**config.mk**
```make
export PLATFORM = sky130hd
export DESIGN_NAME = spq_core
export DESIGN_NICKNAME = d
export VERILOG_FILES = /design/src/logic/spq_clkdiv.v /design/src/logic/spq_core.v
export VERILOG_INCLUDE_DIRS = /design/src /design/src/inc
export SDC_FILE = /design/constraint.sdc
export NUM_CORES = 1
export LEC_CHECK = 0
export ABC_AREA = 1
export BUFFER_PORTS_ARGS = -buffer_cell sky130_fd_sc_hd__buf_4
export CAP_MARGIN = 20
export CELL_PAD_IN_SITES_DETAIL_PLACEMENT = 1
export CELL_PAD_IN_SITES_GLOBAL_PLACEMENT = 1
export CORE_ASPECT_RATIO = 0.8
export CORE_UTILIZATION = 38
export CTS_BUF_LIST = sky130_fd_sc_hd__clkbuf_4 sky130_fd_sc_hd__clkbuf_8
export CTS_CLUSTER_SIZE = 12
export DETAILED_ROUTE_END_ITERATION = 8
export GPL_TIMING_DRIVEN = 0
export HOLD_SLACK_MARGIN = 0.08
export PLACE_DENSITY = 0.85
export SYNTH_ARGS = -nofsm -noshare
export SYNTH_HDL_FRONTEND = slang
export SYNTH_SLANG_ARGS = --single-unit
```
**constraint.sdc**
```tcl
create_clock -name ref_clk_i -period 1.75 [get_ports ref_clk_i]
set_input_delay 0 -clock ref_clk_i [delete_from_list [all_inputs] [get_ports ref_clk_i]]
set_output_delay 0 -clock ref_clk_i [all_outputs]
set_load 0.005 [all_outputs]
```
**src/inc/spq_regs.vh**
```
// Constants shared by the serial port queue and fault logic.
`ifndef SPQ_REGS_VH
`define SPQ_REGS_VH

// Rate select codes for the four bit-rate divisors.
`define SPQ_RATE_DIV2     2'h0
`define SPQ_RATE_DIV8     2'h1
`define SPQ_RATE_DIV32    2'h2
`define SPQ_RATE_DIV128   2'h3

// Terminal counts of the half-bit divider (half period minus one bus cycle).
`define SPQ_HALF_DIV2     6'h00
`define SPQ_HALF_DIV8     6'h03
`define SPQ_HALF_DIV32    6'h0F
`define SPQ_HALF_DIV128   6'h3F
`define SPQ_HALF_ZERO     6'h00
`define SPQ_HALF_STEP     6'h01

// Edge counter: sixteen clock edges make one eight-bit transfer.
`define SPQ_EDGE_ZERO     4'h0
`define SPQ_EDGE_STEP     4'h1
`define SPQ_EDGE_LAST     4'hF

// Index of the capture strobe that checks for an overrun.
`define SPQ_OVR_CAPTURE   3'h6

// Reset value of byte-wide registers.
`define SPQ_BYTE_ZERO     8'h00

`endif

```
**src/logic/spq_clkdiv.v**
```verilog
// Free-running half-bit tick generator for the master serial clock.
`timescale 1ns/1ns
`include "spq_regs.vh"

module spq_clkdiv (
    input  wire       ref_clk_i,  // Bus clock.
    input  wire       reset_i,    // Synchronous reset, active high.
    input  wire       run_i,      // Divider runs only while this is high.
    input  wire [1:0] rate_i,     // Rate select field.
    output reg        tick_o      // One-cycle pulse every half bit period.
);

    reg  [5:0] count;             // Bus cycles elapsed in this half period.

    // Maps the rate select field to the terminal count of a half period.
    function [5:0] spq_half_limit;
        input [1:0] rate;
        begin
            case (rate)
                `SPQ_RATE_DIV2:  spq_half_limit = `SPQ_HALF_DIV2;
                `SPQ_RATE_DIV8:  spq_half_limit = `SPQ_HALF_DIV8;
                `SPQ_RATE_DIV32: spq_half_limit = `SPQ_HALF_DIV32;
                default:         spq_half_limit = `SPQ_HALF_DIV128;
            endcase
        end
    endfunction

    // The counter is held at zero when stopped, which saves power in slave
    // mode and lets the first tick come no later than one half period on.
    always @(posedge ref_clk_i) begin
        if (reset_i || !run_i) begin
            count  <= `SPQ_HALF_ZERO;
            tick_o <= 1'b0;
        end else if (count >= spq_half_limit(rate_i)) begin
            count  <= `SPQ_HALF_ZERO;
            tick_o <= 1'b1;
        end else begin
            count  <= count + `SPQ_HALF_STEP;
            tick_o <= 1'b0;
        end
    end

endmodule

```
**src/logic/spq_core.v**
```verilog
// Serial port core with transmit queue, overrun and select fault handling.
`timescale 1ns/1ns
`include "spq_regs.vh"

module spq_core (
    input  wire       ref_clk_i,             // Bus clock, 125 MHz.
    input  wire       reset_i,               // Synchronous reset, active high.
    input  wire       ctrl_wr_i,             // Control register write strobe.
    input  wire       ctrl_enable_i,         // Module enable value to write.
    input  wire       ctrl_master_i,         // Master select value to write.
    input  wire       ctrl_cpol_i,           // Clock polarity value to write.
    input  wire       ctrl_clock_phase_bit_i,           // Clock phase value to write.
    input  wire       ctrl_rx_irq_en_i,      // Receive interrupt enable to write.
    input  wire       scr_wr_i,              // Status/control register write strobe.
    input  wire       scr_fault_en_i,        // Fault detect enable to write.
    input  wire       scr_err_irq_en_i,      // Error interrupt enable to write.
    input  wire [1:0] scr_rate_i,            // Rate select field to write.
    input  wire       scr_rd_i,              // Status/control register read strobe.
    input  wire       data_wr_i,             // Data register write strobe.
    input  wire [7:0] data_wdata_i,          // Byte written to the transmit buffer.
    input  wire       data_rd_i,             // Data register read strobe.
    input  wire       sck_i,                 // Serial clock pin, input side.
    output reg        sck_o,                 // Serial clock pin, output side.
    output reg        sck_oe_o,              // Serial clock pin drive enable.
    input  wire       mosi_i,                // Master-out pin, input side.
    output wire       mosi_o,                // Master-out pin, output side.
    output reg        mosi_oe_o,             // Master-out pin drive enable.
    input  wire       miso_i,                // Master-in pin, input side.
    output wire       miso_o,                // Master-in pin, output side.
    output reg        miso_oe_o,             // Master-in pin drive enable.
    input  wire       ss_n_i,                // Slave select pin, active low.
    output reg  [7:0] rx_data_o,             // Receive data register.
    output reg        tx_empty_flag_o,       // Transmit buffer empty.
    output reg        rx_full_flag_o,        // Receive register holds unread data.
    output reg        overrun_flag_o,        // A received byte was lost.
    output reg        select_fault_flag_o,   // Select pin disagreed with mode.
    output reg        module_enable_bit_o,   // Module enable readback.
    output reg        master_select_bit_o,   // Master select readback.
    output reg        irq_o                  // Shared receiver/error request.
);

    // Configuration held in the control registers.
    reg        cpol;                 // Idle level of the serial clock.
    reg        clock_phase_bit;                 // Clock phase.
    reg        rx_irq_en;            // Receive full may raise the request.
    reg        fault_detect_enable;  // Select faults may be flagged.
    reg        error_irq_enable;     // Overrun and fault may raise the request.
    reg  [1:0] rate_select_field;    // Master bit-rate divisor.

    // Transfer state.
    reg  [7:0] tx_buf;               // Queued transmit byte.
    reg  [7:0] shifter;              // Shift register, MSB on the wire.
    reg        samp;                 // Bit captured on the capture edge.
    reg  [3:0] edge_cnt;             // State counter: clock edges in transfer.
    reg        busy;                 // A transfer is in progress.
    reg        sck_act;              // Master clock sits at its active level.

    // Two-stage synchronisers plus a third stage for edge detection.
    reg        ss_s1, ss_s2, ss_s3;  // Slave select.
    reg        sck_s1, sck_s2, sck_s3; // Incoming serial clock.
    reg        mosi_s1, mosi_s2;     // Slave data in.
    reg        miso_s1, miso_s2;     // Master data in.

    // Arming bits of the two-step flag clearing sequences.
    reg        rx_arm;               // Status read seen with receive full.
    reg        ovr_arm;              // Status read seen with overrun.
    reg        fault_arm;            // Status read seen with select fault.

    wire       tick;                 // Half-bit tick of the master clock.

    // The bit clock only runs in enabled master mode, saving power.
    spq_clkdiv u_div (
        .ref_clk_i (ref_clk_i),
        .reset_i   (reset_i),
        .run_i     (module_enable_bit_o & master_select_bit_o),
        .rate_i    (rate_select_field),
        .tick_o    (tick)
    );

    // Pin synchronisers; the first stage feeds only the second.
    always @(posedge ref_clk_i) begin
        if (reset_i) begin
            ss_s1   <= 1'b1;
            ss_s2   <= 1'b1;
            ss_s3   <= 1'b1;
            sck_s1  <= 1'b0;
            sck_s2  <= 1'b0;
            sck_s3  <= 1'b0;
            mosi_s1 <= 1'b0;
            mosi_s2 <= 1'b0;
            miso_s1 <= 1'b0;
            miso_s2 <= 1'b0;
        end else begin
            ss_s1   <= ss_n_i;
            ss_s2   <= ss_s1;
            ss_s3   <= ss_s2;
            sck_s1  <= sck_i;
            sck_s2  <= sck_s1;
            sck_s3  <= sck_s2;
            mosi_s1 <= mosi_i;
            mosi_s2 <= mosi_s1;
            miso_s1 <= miso_i;
            miso_s2 <= miso_s1;
        end
    end

    // Decoded conditions of the current cycle.
    wire enable    = module_enable_bit_o;
    wire master    = master_select_bit_o;
    wire slave_on  = enable & ~master;
    wire buf_full  = ~tx_empty_flag_o;
    wire ss_low    = ~ss_s2;
    wire ss_fall   = ~ss_s2 & ss_s3;
    wire ss_rise   = ss_s2 & ~ss_s3;
    wire s_lead    = (sck_s2 != cpol) & (sck_s3 == cpol);
    wire s_trail   = (sck_s2 == cpol) & (sck_s3 != cpol);
    // Master samples the master-in pin, a slave the master-out pin.
    wire din       = master ? miso_s2 : mosi_s2;

    // Phase 0 slave starts on select falling; phase 1 on first lead edge.
    wire s_start0  = slave_on & ~clock_phase_bit & ~busy & ss_fall;
    wire s_start1  = slave_on & clock_phase_bit & ~busy & ss_low & s_lead;
    // A deselected slave sees no clock edges at all.
    wire s_edge    = ss_low & (s_start1 | (busy & (s_lead | s_trail)));
    wire ev        = enable & (master ? (tick & busy) : s_edge);

    wire lead      = ~edge_cnt[0];
    wire last      = (edge_cnt == `SPQ_EDGE_LAST);
    // Phase 0 captures on leading edges, phase 1 on trailing edges.
    wire capture   = ev & (lead ^ clock_phase_bit);
    wire shift     = ev & ~capture & ~last & ~(clock_phase_bit & (edge_cnt == `SPQ_EDGE_ZERO));
    wire done      = ev & last;
    wire [7:0] done_byte = {shifter[6:0], clock_phase_bit ? din : samp};

    // A write in the same cycle defers the load, so the write is never lost.
    wire load_m    = enable & master & buf_full & ~data_wr_i & ((tick & ~busy) | done);
    wire load_s    = slave_on & ~busy & buf_full & ~data_wr_i;
    wire load      = load_m | load_s;

    // Overrun is checked at the seventh capture of the following byte.
    wire ovr_set   = capture & (edge_cnt[3:1] == `SPQ_OVR_CAPTURE) & rx_full_flag_o;
    wire rx_set    = done & ~overrun_flag_o & ~ovr_set;

    // Select faults: master sees select falling, busy slave sees it rise.
    wire m_fault   = enable & master & fault_detect_enable & ss_fall;
    wire s_abort   = slave_on & busy & ss_rise;
    wire s_fault   = s_abort & fault_detect_enable;
    wire fault_set = m_fault | s_fault;
    wire fault_now = enable & (master ? ss_low : (busy & ss_s2));

    // Configuration registers; a system reset clears them all, a master fault clears the enable.
    always @(posedge ref_clk_i) begin
        if (reset_i) begin
            module_enable_bit_o <= 1'b0;
            master_select_bit_o <= 1'b0;
            cpol                <= 1'b0;
            clock_phase_bit                <= 1'b0;
            rx_irq_en           <= 1'b0;
            fault_detect_enable <= 1'b0;
            error_irq_enable    <= 1'b0;
            rate_select_field   <= `SPQ_RATE_DIV2;
        end else begin
            if (ctrl_wr_i) begin
                master_select_bit_o <= ctrl_master_i;
                cpol                <= ctrl_cpol_i;
                clock_phase_bit                <= ctrl_clock_phase_bit_i;
                rx_irq_en           <= ctrl_rx_irq_en_i;
            end
            // A master fault wins over an enable write; the fault leaves the master bit as it is.
            if (m_fault) begin
                module_enable_bit_o <= 1'b0;
            end else if (ctrl_wr_i) begin
                module_enable_bit_o <= ctrl_enable_i;
            end
            if (scr_wr_i) begin
                fault_detect_enable <= scr_fault_en_i;
                error_irq_enable    <= scr_err_irq_en_i;
                rate_select_field   <= scr_rate_i;
            end
        end
    end

    // Transfer engine; disabling or a master fault is a partial reset.
    always @(posedge ref_clk_i) begin
        if (reset_i || !enable || m_fault) begin
            shifter         <= `SPQ_BYTE_ZERO;
            samp            <= 1'b0;
            edge_cnt        <= `SPQ_EDGE_ZERO;
            busy            <= 1'b0;
            sck_act         <= 1'b0;
            tx_empty_flag_o <= 1'b1;
        end else begin
            // Loading beats completion; otherwise the last byte stays put.
            if (load) begin
                shifter <= tx_buf;
            end else if (done) begin
                shifter <= done_byte;
            end else if (shift) begin
                shifter <= {shifter[6:0], samp};
            end
            if (capture) begin
                samp <= din;
            end
            // A slave abort on deselect returns the counter to its start.
            if (s_abort) begin
                edge_cnt <= `SPQ_EDGE_ZERO;
            end else if (ev) begin
                edge_cnt <= last ? `SPQ_EDGE_ZERO : edge_cnt + `SPQ_EDGE_STEP;
            end
            // Busy spans from start to the last edge, or past it on a queue.
            if (s_abort) begin
                busy <= 1'b0;
            end else if (load_m | s_start0 | s_start1) begin
                busy <= 1'b1;
            end else if (done) begin
                busy <= 1'b0;
            end
            // Phase 0 leaves the clock idle until the first tick after the load.
            if (master && ev) begin
                sck_act <= lead;
            end
            // Moving the buffer sets the flag; only a data write clears it.
            if (load) begin
                tx_empty_flag_o <= 1'b1;
            end else if (data_wr_i) begin
                tx_empty_flag_o <= 1'b0;
            end
        end
    end

    // Transmit buffer; a write while full overwrites the queued byte.
    always @(posedge ref_clk_i) begin
        if (reset_i) begin
            tx_buf <= `SPQ_BYTE_ZERO;
        end else if (data_wr_i && enable) begin
            tx_buf <= data_wdata_i;
        end
    end

    // Receive register and its flags; a new set wins over a clear.
    always @(posedge ref_clk_i) begin
        if (reset_i) begin
            rx_data_o           <= `SPQ_BYTE_ZERO;
            rx_full_flag_o      <= 1'b0;
            overrun_flag_o      <= 1'b0;
            select_fault_flag_o <= 1'b0;
            rx_arm              <= 1'b0;
            ovr_arm             <= 1'b0;
            fault_arm           <= 1'b0;
        end else begin
            if (rx_set) begin
                rx_data_o <= done_byte;
            end
            // Receive full clears on status read then data read.
            if (rx_set) begin
                rx_full_flag_o <= 1'b1;
            end else if (data_rd_i && rx_arm) begin
                rx_full_flag_o <= 1'b0;
            end
            // Overrun clears on status read then data read.
            if (ovr_set) begin
                overrun_flag_o <= 1'b1;
            end else if (data_rd_i && ovr_arm) begin
                overrun_flag_o <= 1'b0;
            end
            // Fault clears on status read then control write, fault gone.
            if (fault_set) begin
                select_fault_flag_o <= 1'b1;
            end else if (ctrl_wr_i && fault_arm && !fault_now) begin
                select_fault_flag_o <= 1'b0;
            end
            // Arming bits follow status reads; the second step disarms.
            if (scr_rd_i) begin
                rx_arm <= rx_full_flag_o;
            end else if (data_rd_i) begin
                rx_arm <= 1'b0;
            end
            if (scr_rd_i) begin
                ovr_arm <= overrun_flag_o;
            end else if (data_rd_i) begin
                ovr_arm <= 1'b0;
            end
            // A fault seen during the sequence spoils it.
            if (scr_rd_i) begin
                fault_arm <= select_fault_flag_o & ~fault_now;
            end else if (ctrl_wr_i || fault_now) begin
                fault_arm <= 1'b0;
            end
        end
    end

    // Pin drivers, registered; the synchronised select adds a small lag.
    always @(posedge ref_clk_i) begin
        if (reset_i) begin
            sck_o     <= 1'b0;
            sck_oe_o  <= 1'b0;
            mosi_oe_o <= 1'b0;
            miso_oe_o <= 1'b0;
        end else begin
            sck_o     <= cpol ^ sck_act;
            // A fault in either mode releases drivers to the port logic.
            sck_oe_o  <= enable & master & ~m_fault;
            mosi_oe_o <= enable & master & ~m_fault;
            miso_oe_o <= slave_on & ss_low;
        end
    end

    // The wire always carries the shift register MSB.
    assign mosi_o = shifter[7];
    assign miso_o = shifter[7];

    // Receive full, overrun and fault share one request line.
    always @(posedge ref_clk_i) begin
        if (reset_i) begin
            irq_o <= 1'b0;
        end else begin
            irq_o <= (rx_irq_en & rx_full_flag_o) |
                     (error_irq_enable & (overrun_flag_o | select_fault_flag_o));
        end
    end

    // Note: pin inputs lag two bus cycles, so the fastest divisor leaves
    // the master sampling one bus cycle late; use it only on short links.

endmodule

```
Word-level counts from Yosys, hierarchy flattened
Index checks and enable logic that the tools add are counted.
{"block": "word_totals", "reg_bits": 68, "in_bits": 28, "out_inout_bits": 21}
{"block": "op_classes", "addsub": 2, "order_cmp": 1, "eq_ne": 8, "n_mux": 24, "bitwise_logic": 72, "reduce_logical": 26}
{"cell": "1-bit AND", "count": 46}
{"cell": "8-bit two-way mux", "count": 3}
{"cell": "1-bit two-way mux", "count": 18}
{"cell": "6-bit one-hot mux with 3 select lines", "count": 1}
{"cell": "1-bit inverter", "count": 15}
{"cell": "2-bit nonzero test", "count": 6}
{"cell": "1-bit OR", "count": 9}
{"cell": "2-bit OR reduction", "count": 4}
{"cell": "6-bit by 1-bit adder with 6-bit output (second input constant)", "count": 1}
{"cell": "6-bit >= comparator", "count": 1}
{"cell": "1-bit logical AND", "count": 6}
{"cell": "6-bit two-way mux", "count": 1}
{"cell": "4-bit by 1-bit adder with 4-bit output (second input constant)", "count": 1}
{"cell": "4-bit == test (second input constant)", "count": 1}
{"cell": "4-bit zero test", "count": 1}
{"cell": "1-bit logical OR", "count": 4}
{"cell": "4-bit two-way mux", "count": 1}
{"cell": "3-bit == test (second input constant)", "count": 1}
{"cell": "1-bit zero test", "count": 3}
{"cell": "3-bit nonzero test", "count": 1}
{"cell": "1-bit == test", "count": 2}
{"cell": "2-bit by 1-bit == test with 1-bit output (second input constant)", "count": 1}
{"cell": "2-bit == test (second input constant)", "count": 1}
{"cell": "2-bit zero test", "count": 1}
{"cell": "2 further kinds", "count": 4}

Logic depth before layout (Yosys ltp)
Gate-level depths: netlist (run 1).
{"block": "depth", "ltp_word": 18, "ltp_mapped": 16, "depth_no_buf": 16}

By module
Synthesis (run 1) repeated with hierarchy kept, for this count alone.
{"block": "hier_totals", "cells_unflattened": 418, "area_unflattened_um2": 3067.9}
{"mod": "spq_core", "instances": 1, "cells_per_inst": 357, "area_each_um2": 2626.3, "seq_area_each_um2": 1221.2}
{"mod": "spq_clkdiv", "instances": 1, "cells_per_inst": 61, "area_each_um2": 441.7, "seq_area_each_um2": 140.1}

Worst setup path after synthesis (run 1)
No wires, ideal clock.
{"block": "synth_timing", "path_type": "register to register", "startpoint": "register cpol", "endpoint": "register shifter[7]", "setup_time_ns": 0.111, "t_arrival_ns": 1.798, "required_ns": 1.639, "setup_slack_ns": -0.159, "stages_incl_launch_ff": 15, "path_buffers": 1, "synth_period_minus_slack_ns": 1.909, "cell_sequence": "dfxtp_1 -> xor2_1 -> ha_1 -> or2_4 -> nand2_2 -> nand2_2 -> nand2_4 -> nand2_4 -> nand2_2 -> nand2_4 -> buf_6 -> nand3_1 -> nand2_1 -> inv_1 -> nor2_1"}
{"block": "synth_between", "elab_chain_len": 14, "word_cells_on_any_way": 25, "cone_classes": "4 x eq/ne; 3 x mux; 17 x bitwise; 1 x reduce/logical"}
{"element": "from (decl)", "line": "spq_core.v:43", "source": "reg cpol;"}
{"element": "from (signal assigned)", "line": "spq_core.v:165", "source": "cpol <= ctrl_cpol_i;"}
{"element": "1-bit inequality test, or another cell as far along", "line": "spq_core.v:115", "source": "wire s_lead = (sck_s2 != cpol) & (sck_s3 == cpol);"}
{"element": "1-bit AND, on equally long branches", "line": "spq_core.v:115, spq_core.v:116"}
{"element": "1-bit OR", "line": "spq_core.v:124", "source": "wire s_edge = ss_low & (s_start1 | (busy & (s_lead | s_trail)));"}
{"element": "1-bit AND", "line": "spq_core.v:124"}
{"element": "1-bit OR *", "line": "spq_core.v:124"}
{"element": "1-bit AND *", "line": "spq_core.v:124"}
{"element": "1-bit two-way mux *", "line": "spq_core.v:125", "source": "wire ev = enable & (master ? (tick & busy) : s_edge);"}
{"element": "1-bit AND *", "line": "spq_core.v:125"}
{"element": "1-bit AND", "line": "spq_core.v:130", "source": "wire capture = ev & (lead ^ clock_phase_bit);"}
{"element": "1-bit inverter", "line": "spq_core.v:131", "source": "wire shift = ev & ~capture & ~last & ~(clock_phase_bit & (edge_cnt == `SPQ_EDGE_ZERO));"}
{"element": "1-bit AND (3 in a row)", "line": "spq_core.v:131"}
{"element": "3-bit nonzero test (no source line)"}
{"element": "to (signal assigned)", "line": "spq_core.v:186", "source": "shifter <= `SPQ_BYTE_ZERO;"}
{"element": "to (signal assigned)", "line": "spq_core.v:195", "source": "shifter <= tx_buf;"}
{"element": "to (signal assigned)", "line": "spq_core.v:197", "source": "shifter <= done_byte;"}
{"element": "to (decl)", "line": "spq_core.v:52", "source": "reg [7:0] shifter;"}
Every way passes the cells marked *; elsewhere a longest branch is shown, timed or not.
A chain may end at the register's enable or synchronous reset.

Worst setup path in the final report (run 1)
{"block": "layout_timing", "startpoint": "register module_enable_bit_o", "endpoint": "register shifter[4]"}
{"block": "layout_between", "elab_chain_len": 15, "word_cells_on_any_way": 32, "cone_classes": "3 x mux; 25 x bitwise; 4 x reduce/logical"}
{"element": "from (decl)", "line": "spq_core.v:37", "source": "output reg module_enable_bit_o,"}
{"element": "from (signal assigned)", "line": "spq_core.v:173", "source": "module_enable_bit_o <= ctrl_enable_i;"}
{"element": "1-bit AND", "line": "spq_core.v:110", "source": "wire slave_on = enable & ~master;"}
{"element": "1-bit AND (4 in a row)", "line": "spq_core.v:122", "source": "wire s_start1 = slave_on & clock_phase_bit & ~busy & ss_low & s_lead;"}
{"element": "1-bit OR", "line": "spq_core.v:124"}
{"element": "1-bit AND", "line": "spq_core.v:124"}
{"element": "1-bit two-way mux", "line": "spq_core.v:125"}
{"element": "1-bit AND", "line": "spq_core.v:125"}
{"element": "1-bit AND", "line": "spq_core.v:130"}
{"element": "1-bit inverter", "line": "spq_core.v:131"}
{"element": "1-bit AND (3 in a row)", "line": "spq_core.v:131"}
{"element": "3-bit nonzero test (no source line)"}
Several ways; a longest one is shown, not always the timed one.

==> flow_summary.toml, run 1 <==
[global_routing]
wire_length_of_the_first_global_routing_pass_mm = 15.6
grt_antenna_before_repair = 0
first_global_vias = 3267
grt.overflow.total = 0
aggregate_global_route_resource_usage_pct = 24.8
largest_net_degree_at_the_start_of_global_routing = 12

[yosys]
number_of_cells_produced_by_synthesis = 410
avgSynthCellArea_um2 = 7.40
yosys-top-cells-area = "dfxtp_1, nand2_1, nor2_1"
yosys_most_used_dff = "dfxtp_1"
synth_area_leader_cell = "dfxtp_1"
synth_warnings = 0
synth-seq-cells = 68
sequential_to_total_area_share_from_yosys_stat_pct = 44.9
number_of_enable_type_register_cells_in_the_synthesized_netlist = 0
yosys.cell_types.count = 29
postSynth.asyncResetShare_pct = 0
post_synth_instance_area_um2 = 3030
synthesis.nets = 448
post-synth-top-area-fraction_pct = 44.9

[timing]
max_slew.worst_pin.slew_ns = 0.789
timing.final.max_slew_violations = 0
unrepaired_setup_endpoints_after_global_routing = "yes"
timing.max_slew.rel_slack_pct = 47.0
finalCriticalPeriod_ns = 2.16
fin_crit_sh_pct = 123
final.setup_skew_ns = 0.00944
max_freq_mhz = 464
finalSetupViolCount = 30
postLayoutSetupSlackWorst_ns = -0.406
hold_violations = 0
timing.hold.ws_ns = 0.0972

[power]
worst_ir_drop_vdd_mv = 0.445
p_leak_nw = 2.01
power_density_nw_per_um2 = 785

[worst_setup_path]
nature_of_the_critical_path_startpoint = "register"
worstReg2RegEnd = "shifter[4]$_SDFFE_PP0P_"
worst_ep_arrival_time_ns = 2.44
crit-reg2reg-launch = "module_enable_bit_o$_SDFFE_PP0P_"
worst_setup_path_end_kind = "register"
critical_path.cell_chain = "nand2_1 > inv_1 > nand3_1 > nand2_4 > nand2_4 > nand2_4 > nand2_8 > buf_4 > nand4_1 > nand2_1 > nor2_1"
r2r_setup_slack_ns = -0.41
critical_path_peak_fanout = 6
critical_path.most_common_cell = "nand2_4"
cp.required_ns = 2.03
worst_path_largest_cell_delay_ns = 0.53
r2r.worst_path.cells = 11
crit_path_top_delay_cell = "dfxtp_1"
worst-setup-path-type = "reg -> reg"

[finish]
syn2layout_area_growth_pct = 43.4
mostFrequentLayoutCells = "nand2_1, dfxtp_1, nor2_1, buf_4, inv_1"
layout.nets = 554
final_layout_size_suffix_gt1_share_pct = 24.0
stdcell_count = 626
num_antenna_cells = 0
final_util_pct = 57.5
final_design_area_excluding_fillers_um2 = 4350

[drt]
drtPass1Iterations = 4
drt_wl_total_mm = 11.1
avgRoutedWirePerCell_um = 17.7
num_vias = 3200
antenna_left = 0
mean_number_of_vias_per_cell = 5.11
drc_errors = 0
drtIter0Drc = 189

[floorplanning]
num_rows = 28
pin_count = 49
die_y_um = 81.9
fp.coreArea_um2 = 7570
start_util_pct = 40.1
die-width_um = 102
die_area_um2 = 8350

[placed_design]
dpl_cell_area_um2 = 3520
placement.setup.worst_slack_ns = -0.273
hpwl_mm = 6.16
place.detailed.instances = 562
buffer_ports.inserted = 47
finalWeightedCongestion = 0.852

[clock_network]
cts_tree = "built"
cts_root_buffer = "clkbuf_8"
tritoncts_num_sinks = 68
cts_max_level = 3
clk_pin_slew_ns = 0.07
clock_latency_late_sink_ns = 0.35
cts_buffer_depth = 2
cts_inserted_buffers = 9

[status]
outcome = "finished, violations left"
failed_checks = "negative setup slack"

[min_path]
min_path_cells = 4
hold_path.class = "in -> reg"
holdPathEnd = "select_fault_flag_o$_SDFFE_PP0P_"
min-delay-start = "ctrl_wr_i"

[run]
cap_violations = 0
power by group:
part	internal [W]	switching (W)
logic	0.000170	0.000165
registers	0.00158	0.0000361
clock network	0.000850	0.000611
total	0.00260	0.000812
layer usage:
metal | vias to the layer above | part of all wire, % | track usage [%]
li1 | 1519 | - | -
met2 | 106 | 51 | 45.3
met4 | 0 | 2.2 | 7.71
met3 | 24 | 5.0 | 6.21
met1 | 1551 | 42 | 28.5
met5 | - | 0 | 0
cell type report:
cell class | instances | area [um2]
sequential | 68 | 1370
clock buffer | 11 | 145
buffer | 8 | 47.5
multi-input combinational | 277 | 1550
timing repair buffer | 93 | 806
fill | 945 | 3220
inverter | 59 | 221
clock inverter | 5 | 75.1
tap | 105 | 131
synthesized netlist by cell type, types with 3 or more instances:
master / n
nand2_1: 69
clkbuf_1: 4
dfxtp_1: 68
nand4_1: 10
or2_2: 3
inv_1: 59
xnor2_1: 4
nand2_2: 7
xor2_1: 3
nand2_4: 5
nor3_1: 9
o21ai_0: 25
nor2_1: 67
a21oi_1: 27
ha_1: 10
nand3_1: 25
critical path, delay by kind of cell, from the launching register on:
kind,cells,cell delay (ns)
buf+inv,2,0.38
simple gates,9,1.17
flops,1,0.53
cells by family (layout without fill, tap and decap cells):
logic type	after synthesis	in the layout	synth area share [%]
AND/OR/NAND/NOR	201	203	30.2
AO/OA/AOI/OAI	56	56	9.65
XOR/XNOR	7	7	2.02
multiplexers	1	1	0.330
adder cells (fa/ha/maj)	10	10	4.12
flip-flops	68	68	44.9
buffers and inverters	67	176	8.82
worst max path at each step:
stage,start,cells past startpoint,end
6_report,module_enable_bit_o$_SDFFE_PP0P_,11,shifter[4]$_SDFFE_PP0P_
3_3_place_gp,cpol$_SDFFE_PP0P_,14,shifter[0]$_SDFFE_PP0P_
3_5_place_dp,cpol$_SDFFE_PP0P_,10,rx_data_o[5]$_SDFFE_PP0P_
2_1_floorplan,cpol$_SDFFE_PP0P_,14,shifter[7]$_SDFFE_PP0P_
5_1_grt,module_enable_bit_o$_SDFFE_PP0P_,11,shifter[4]$_SDFFE_PP0P_
4_1_cts,cpol$_SDFFE_PP0P_,13,shifter[0]$_SDFFE_PP0P_
sequential cells by signal, indices dropped and copies added (netlist names), 2 cells and up:
register / cells
u_div.count: 6
tx_buf: 8
shifter: 8
rate_select_field: 2
edge_cnt: 4
rx_data_o: 8
through the flow:
step | total power, W | setup TNS (ns)
floorplan | 0.00175 | -0.485
global placement | 0.00184 | -3.56
detailed placement | 0.00186 | -4.62
CTS | 0.00335 | -4.53
global route | 0.00354 | -9.68
finish | 0.00341 | -7.27
timing repair:
action | 4_1_cts | 5_1_grt
hold buffers | 34 | 2
hold endpoints to repair | 27 | 4
setup endpoints to repair | 21 | 33
cloned | 2 | 1
buffers inserted | 3 | 7
pin swaps | 5 | 13
resized for setup | 7 | 32
Note: power is estimated with default switching activity, not from simulation.
==> inputs of run 2 (changes only) <==
- ABC_CLOCK_PERIOD_IN_PS: unset -> 1750
- CORE_UTILIZATION: 38 -> 36
- CTS_BUF_LIST: sky130_fd_sc_hd__clkbuf_4 sky130_fd_sc_hd__clkbuf_8 -> sky130_fd_sc_hd__clkbuf_8 sky130_fd_sc_hd__clkbuf_16
- PLACE_DENSITY: 0.85 -> 0.81
==> run 2 against run 1 <==
Against the previous run: the run still ends with negative setup slack left; die area up 5.4%; clock skew up 0.0047 ns; global-route usage is 1.3 points lower; largest cell class unchanged.
==> flow_summary.toml, run 2 (synthesis gave the netlist of run 1 again) <==
[status]
outcome = "finished, violations left"
failed_checks = "negative setup slack"

[worst_setup_path]
worstReg2RegEnd = "shifter[1]$_SDFFE_PP0P_"
worst-setup-path-type = "reg -> reg"
nature_of_the_critical_path_startpoint = "register"
r2r_setup_slack_ns = -0.41
critical_path_peak_fanout = 4
r2r.worst_path.cells = 15
worst_ep_arrival_time_ns = 2.45
cp.required_ns = 2.05
worst_path_largest_cell_delay_ns = 0.37
crit-reg2reg-launch = "cpol$_SDFFE_PP0P_"
worst_setup_path_end_kind = "register"
critical_path.cell_chain = "xor2_1 > ha_2 > or2_4 > nand2_2 > nand2_2 > nand2_4 > nand2_8 > nand2_4 > nand2_4 > nand2_4 > buf_6 > nand2_1 > nand2_1 > inv_1 > nor2_1"
crit_path_top_delay_cell = "dfxtp_4"
cp_top_family = "simple AND/OR/NAND/NOR gates"
critical_path.most_common_cell = "nand2_4"
crit_buf_inv = 2

[finish]
stdcell_count = 635
final_layout_size_suffix_gt1_share_pct = 28.5
mostFrequentLayoutCells = "dfxtp_1, buf_4, nor2_1, nand2_1, inv_1"
largest_registers = "rx_data_o x8, shifter x8, tx_buf x8"
layout.nets = 561
layout_commonest_cell = "dfxtp_1"
syn2layout_area_growth_pct = 46.7
num_antenna_cells = 0

[timing]
finalSetupViolCount = 26
timing.final.max_slew_violations = 0
max_slew.worst_pin.slew_ns = 0.634
final.setup_skew_ns = 0.0141
postLayoutSetupSlackWorst_ns = -0.406
max_freq_mhz = 464
finalCriticalPeriod_ns = 2.16
fin_crit_sh_pct = 123
timing.max_slew.rel_slack_pct = 57.7
hold_violations = 0
timing.hold.ws_ns = 0.146
unrepaired_setup_endpoints_after_global_routing = "yes"

[floorplanning]
start_util_pct = 37.7
die_y_um = 84.1
num_rows = 29
pin_count = 49
die_area_um2 = 8800
fp.coreArea_um2 = 8060
die-width_um = 105

[placed_design]
place.detailed.instances = 565
placement.setup.worst_slack_ns = -0.300
hpwl_mm = 6.26
finalWeightedCongestion = 0.829
buffer_ports.inserted = 47

[run]
cap_violations = 0

[global_routing]
wire_length_of_the_first_global_routing_pass_mm = 16.0
first_global_vias = 3264
grt.overflow.total = 0
largest_net_degree_at_the_start_of_global_routing = 11
grt_antenna_before_repair = 0
aggregate_global_route_resource_usage_pct = 23.5

[drt]
drt_wl_total_mm = 10.8
antenna_left = 0
drtIter0Drc = 122
drc_errors = 0
avgRoutedWirePerCell_um = 17.0
num_vias = 3150
drtPass1Iterations = 4
mean_number_of_vias_per_cell = 4.96

[min_path]
min_path_cells = 2
holdPathEnd = "rx_data_o[2]$_SDFFE_PP0P_"
min-delay-start = "reset_i"
hold_path.class = "in -> reg"

[power]
worst_ir_drop_vdd_mv = 0.465
p_leak_nw = 2.04
power_density_nw_per_um2 = 697

[clock_network]
cts_max_level = 3
clock_latency_late_sink_ns = 0.36
cts_inserted_buffers = 9
cts_root_buffer = "clkbuf_8"
cts_tree = "built"
cts_buffer_depth = 2
clk_pin_slew_ns = 0.08
tritoncts_num_sinks = 68
==> run 2: cell types whose count changed in the layout (fill, tap and decap cells not counted), moves of 3 or more <==
cell / before / now
nand2_1: 65 / 57
nand2_2: 10 / 16
buf_6: 3 / 8
buf_4: 57 / 60
nor2_1: 61 / 58
==> run 2: what timing repair did <==
action	CTS	global route
resized for setup	16	55
hold buffers	35	0
endpoints found under the setup margin	21	33
gates cloned	2	0
endpoints found under the hold margin	28	0
pin swaps	10	21
buffers inserted	15	5
==> run 2: where the power goes <==
part | switching, W | internal, W | leakage [nW]
Combinational | 0.000158 | 0.000161 | 1.38
Clock | 0.000595 | 0.000569 | 0.0976
Sequential | 0.0000343 | 0.00158 | 0.555
Total | 0.000787 | 0.00231 | 2.04
==> run 2: routing by layer <==
metal | part of all wire [%] | wire length [um] | GRT usage [%] | vias up
met2 | 50 | 5450 | 40.7 | 68
met3 | 3.6 | 394 | 5.07 | 22
met1 | 44 | 4720 | 28.6 | 1521
met4 | 2.2 | 235 | 9.22 | 0
met5 | 0 | 0 | 0 | -
li1 | - | - | - | 1539
==> run 2: worst max-delay path by stage <==
stage | slack (ns) | endpoint | start | cells past startpoint
floorplan | -0.07 | shifter[7]$_SDFFE_PP0P_ | cpol$_SDFFE_PP0P_ | 14
global placement | -0.24 | shifter[2]$_SDFFE_PP0P_ | cpol$_SDFFE_PP0P_ | 14
detailed placement | -0.30 | shifter[4]$_SDFFE_PP0P_ | cpol$_SDFFE_PP0P_ | 14
CTS | -0.25 | shifter[0]$_SDFFE_PP0P_ | cpol$_SDFFE_PP0P_ | 15
global route | -0.51 | shifter[1]$_SDFFE_PP0P_ | cpol$_SDFFE_PP0P_ | 15
finish | -0.41 | shifter[1]$_SDFFE_PP0P_ | cpol$_SDFFE_PP0P_ | 15
==> run 2: area by class of cell <==
class / instances / area (um2)
timing repair buffer: 100 / 880
inverter: 59 / 234
clock inverter: 4 / 17.5
sequential: 68 / 1370
clock buffer: 11 / 151
fill: 1022 / 3600
buffer: 8 / 46.3
multi-input combinational: 277 / 1610
tap: 108 / 135
==> run 2: through the flow <==
step | total power, W | utilization (%) | area, um2 | setup TNS (ns)
after floorplan | 0.00175 | - | 3040 | -0.485
after global placement | 0.00185 | 43.8 | 3530 | -3.82
after detailed placement | 0.00186 | 43.8 | 3530 | -5.00
final | 0.00310 | 55.3 | 4450 | -7.44
after global routing | 0.00324 | 55.3 | 4450 | -10.73
after CTS | 0.00307 | 52.6 | 4240 | -4.68
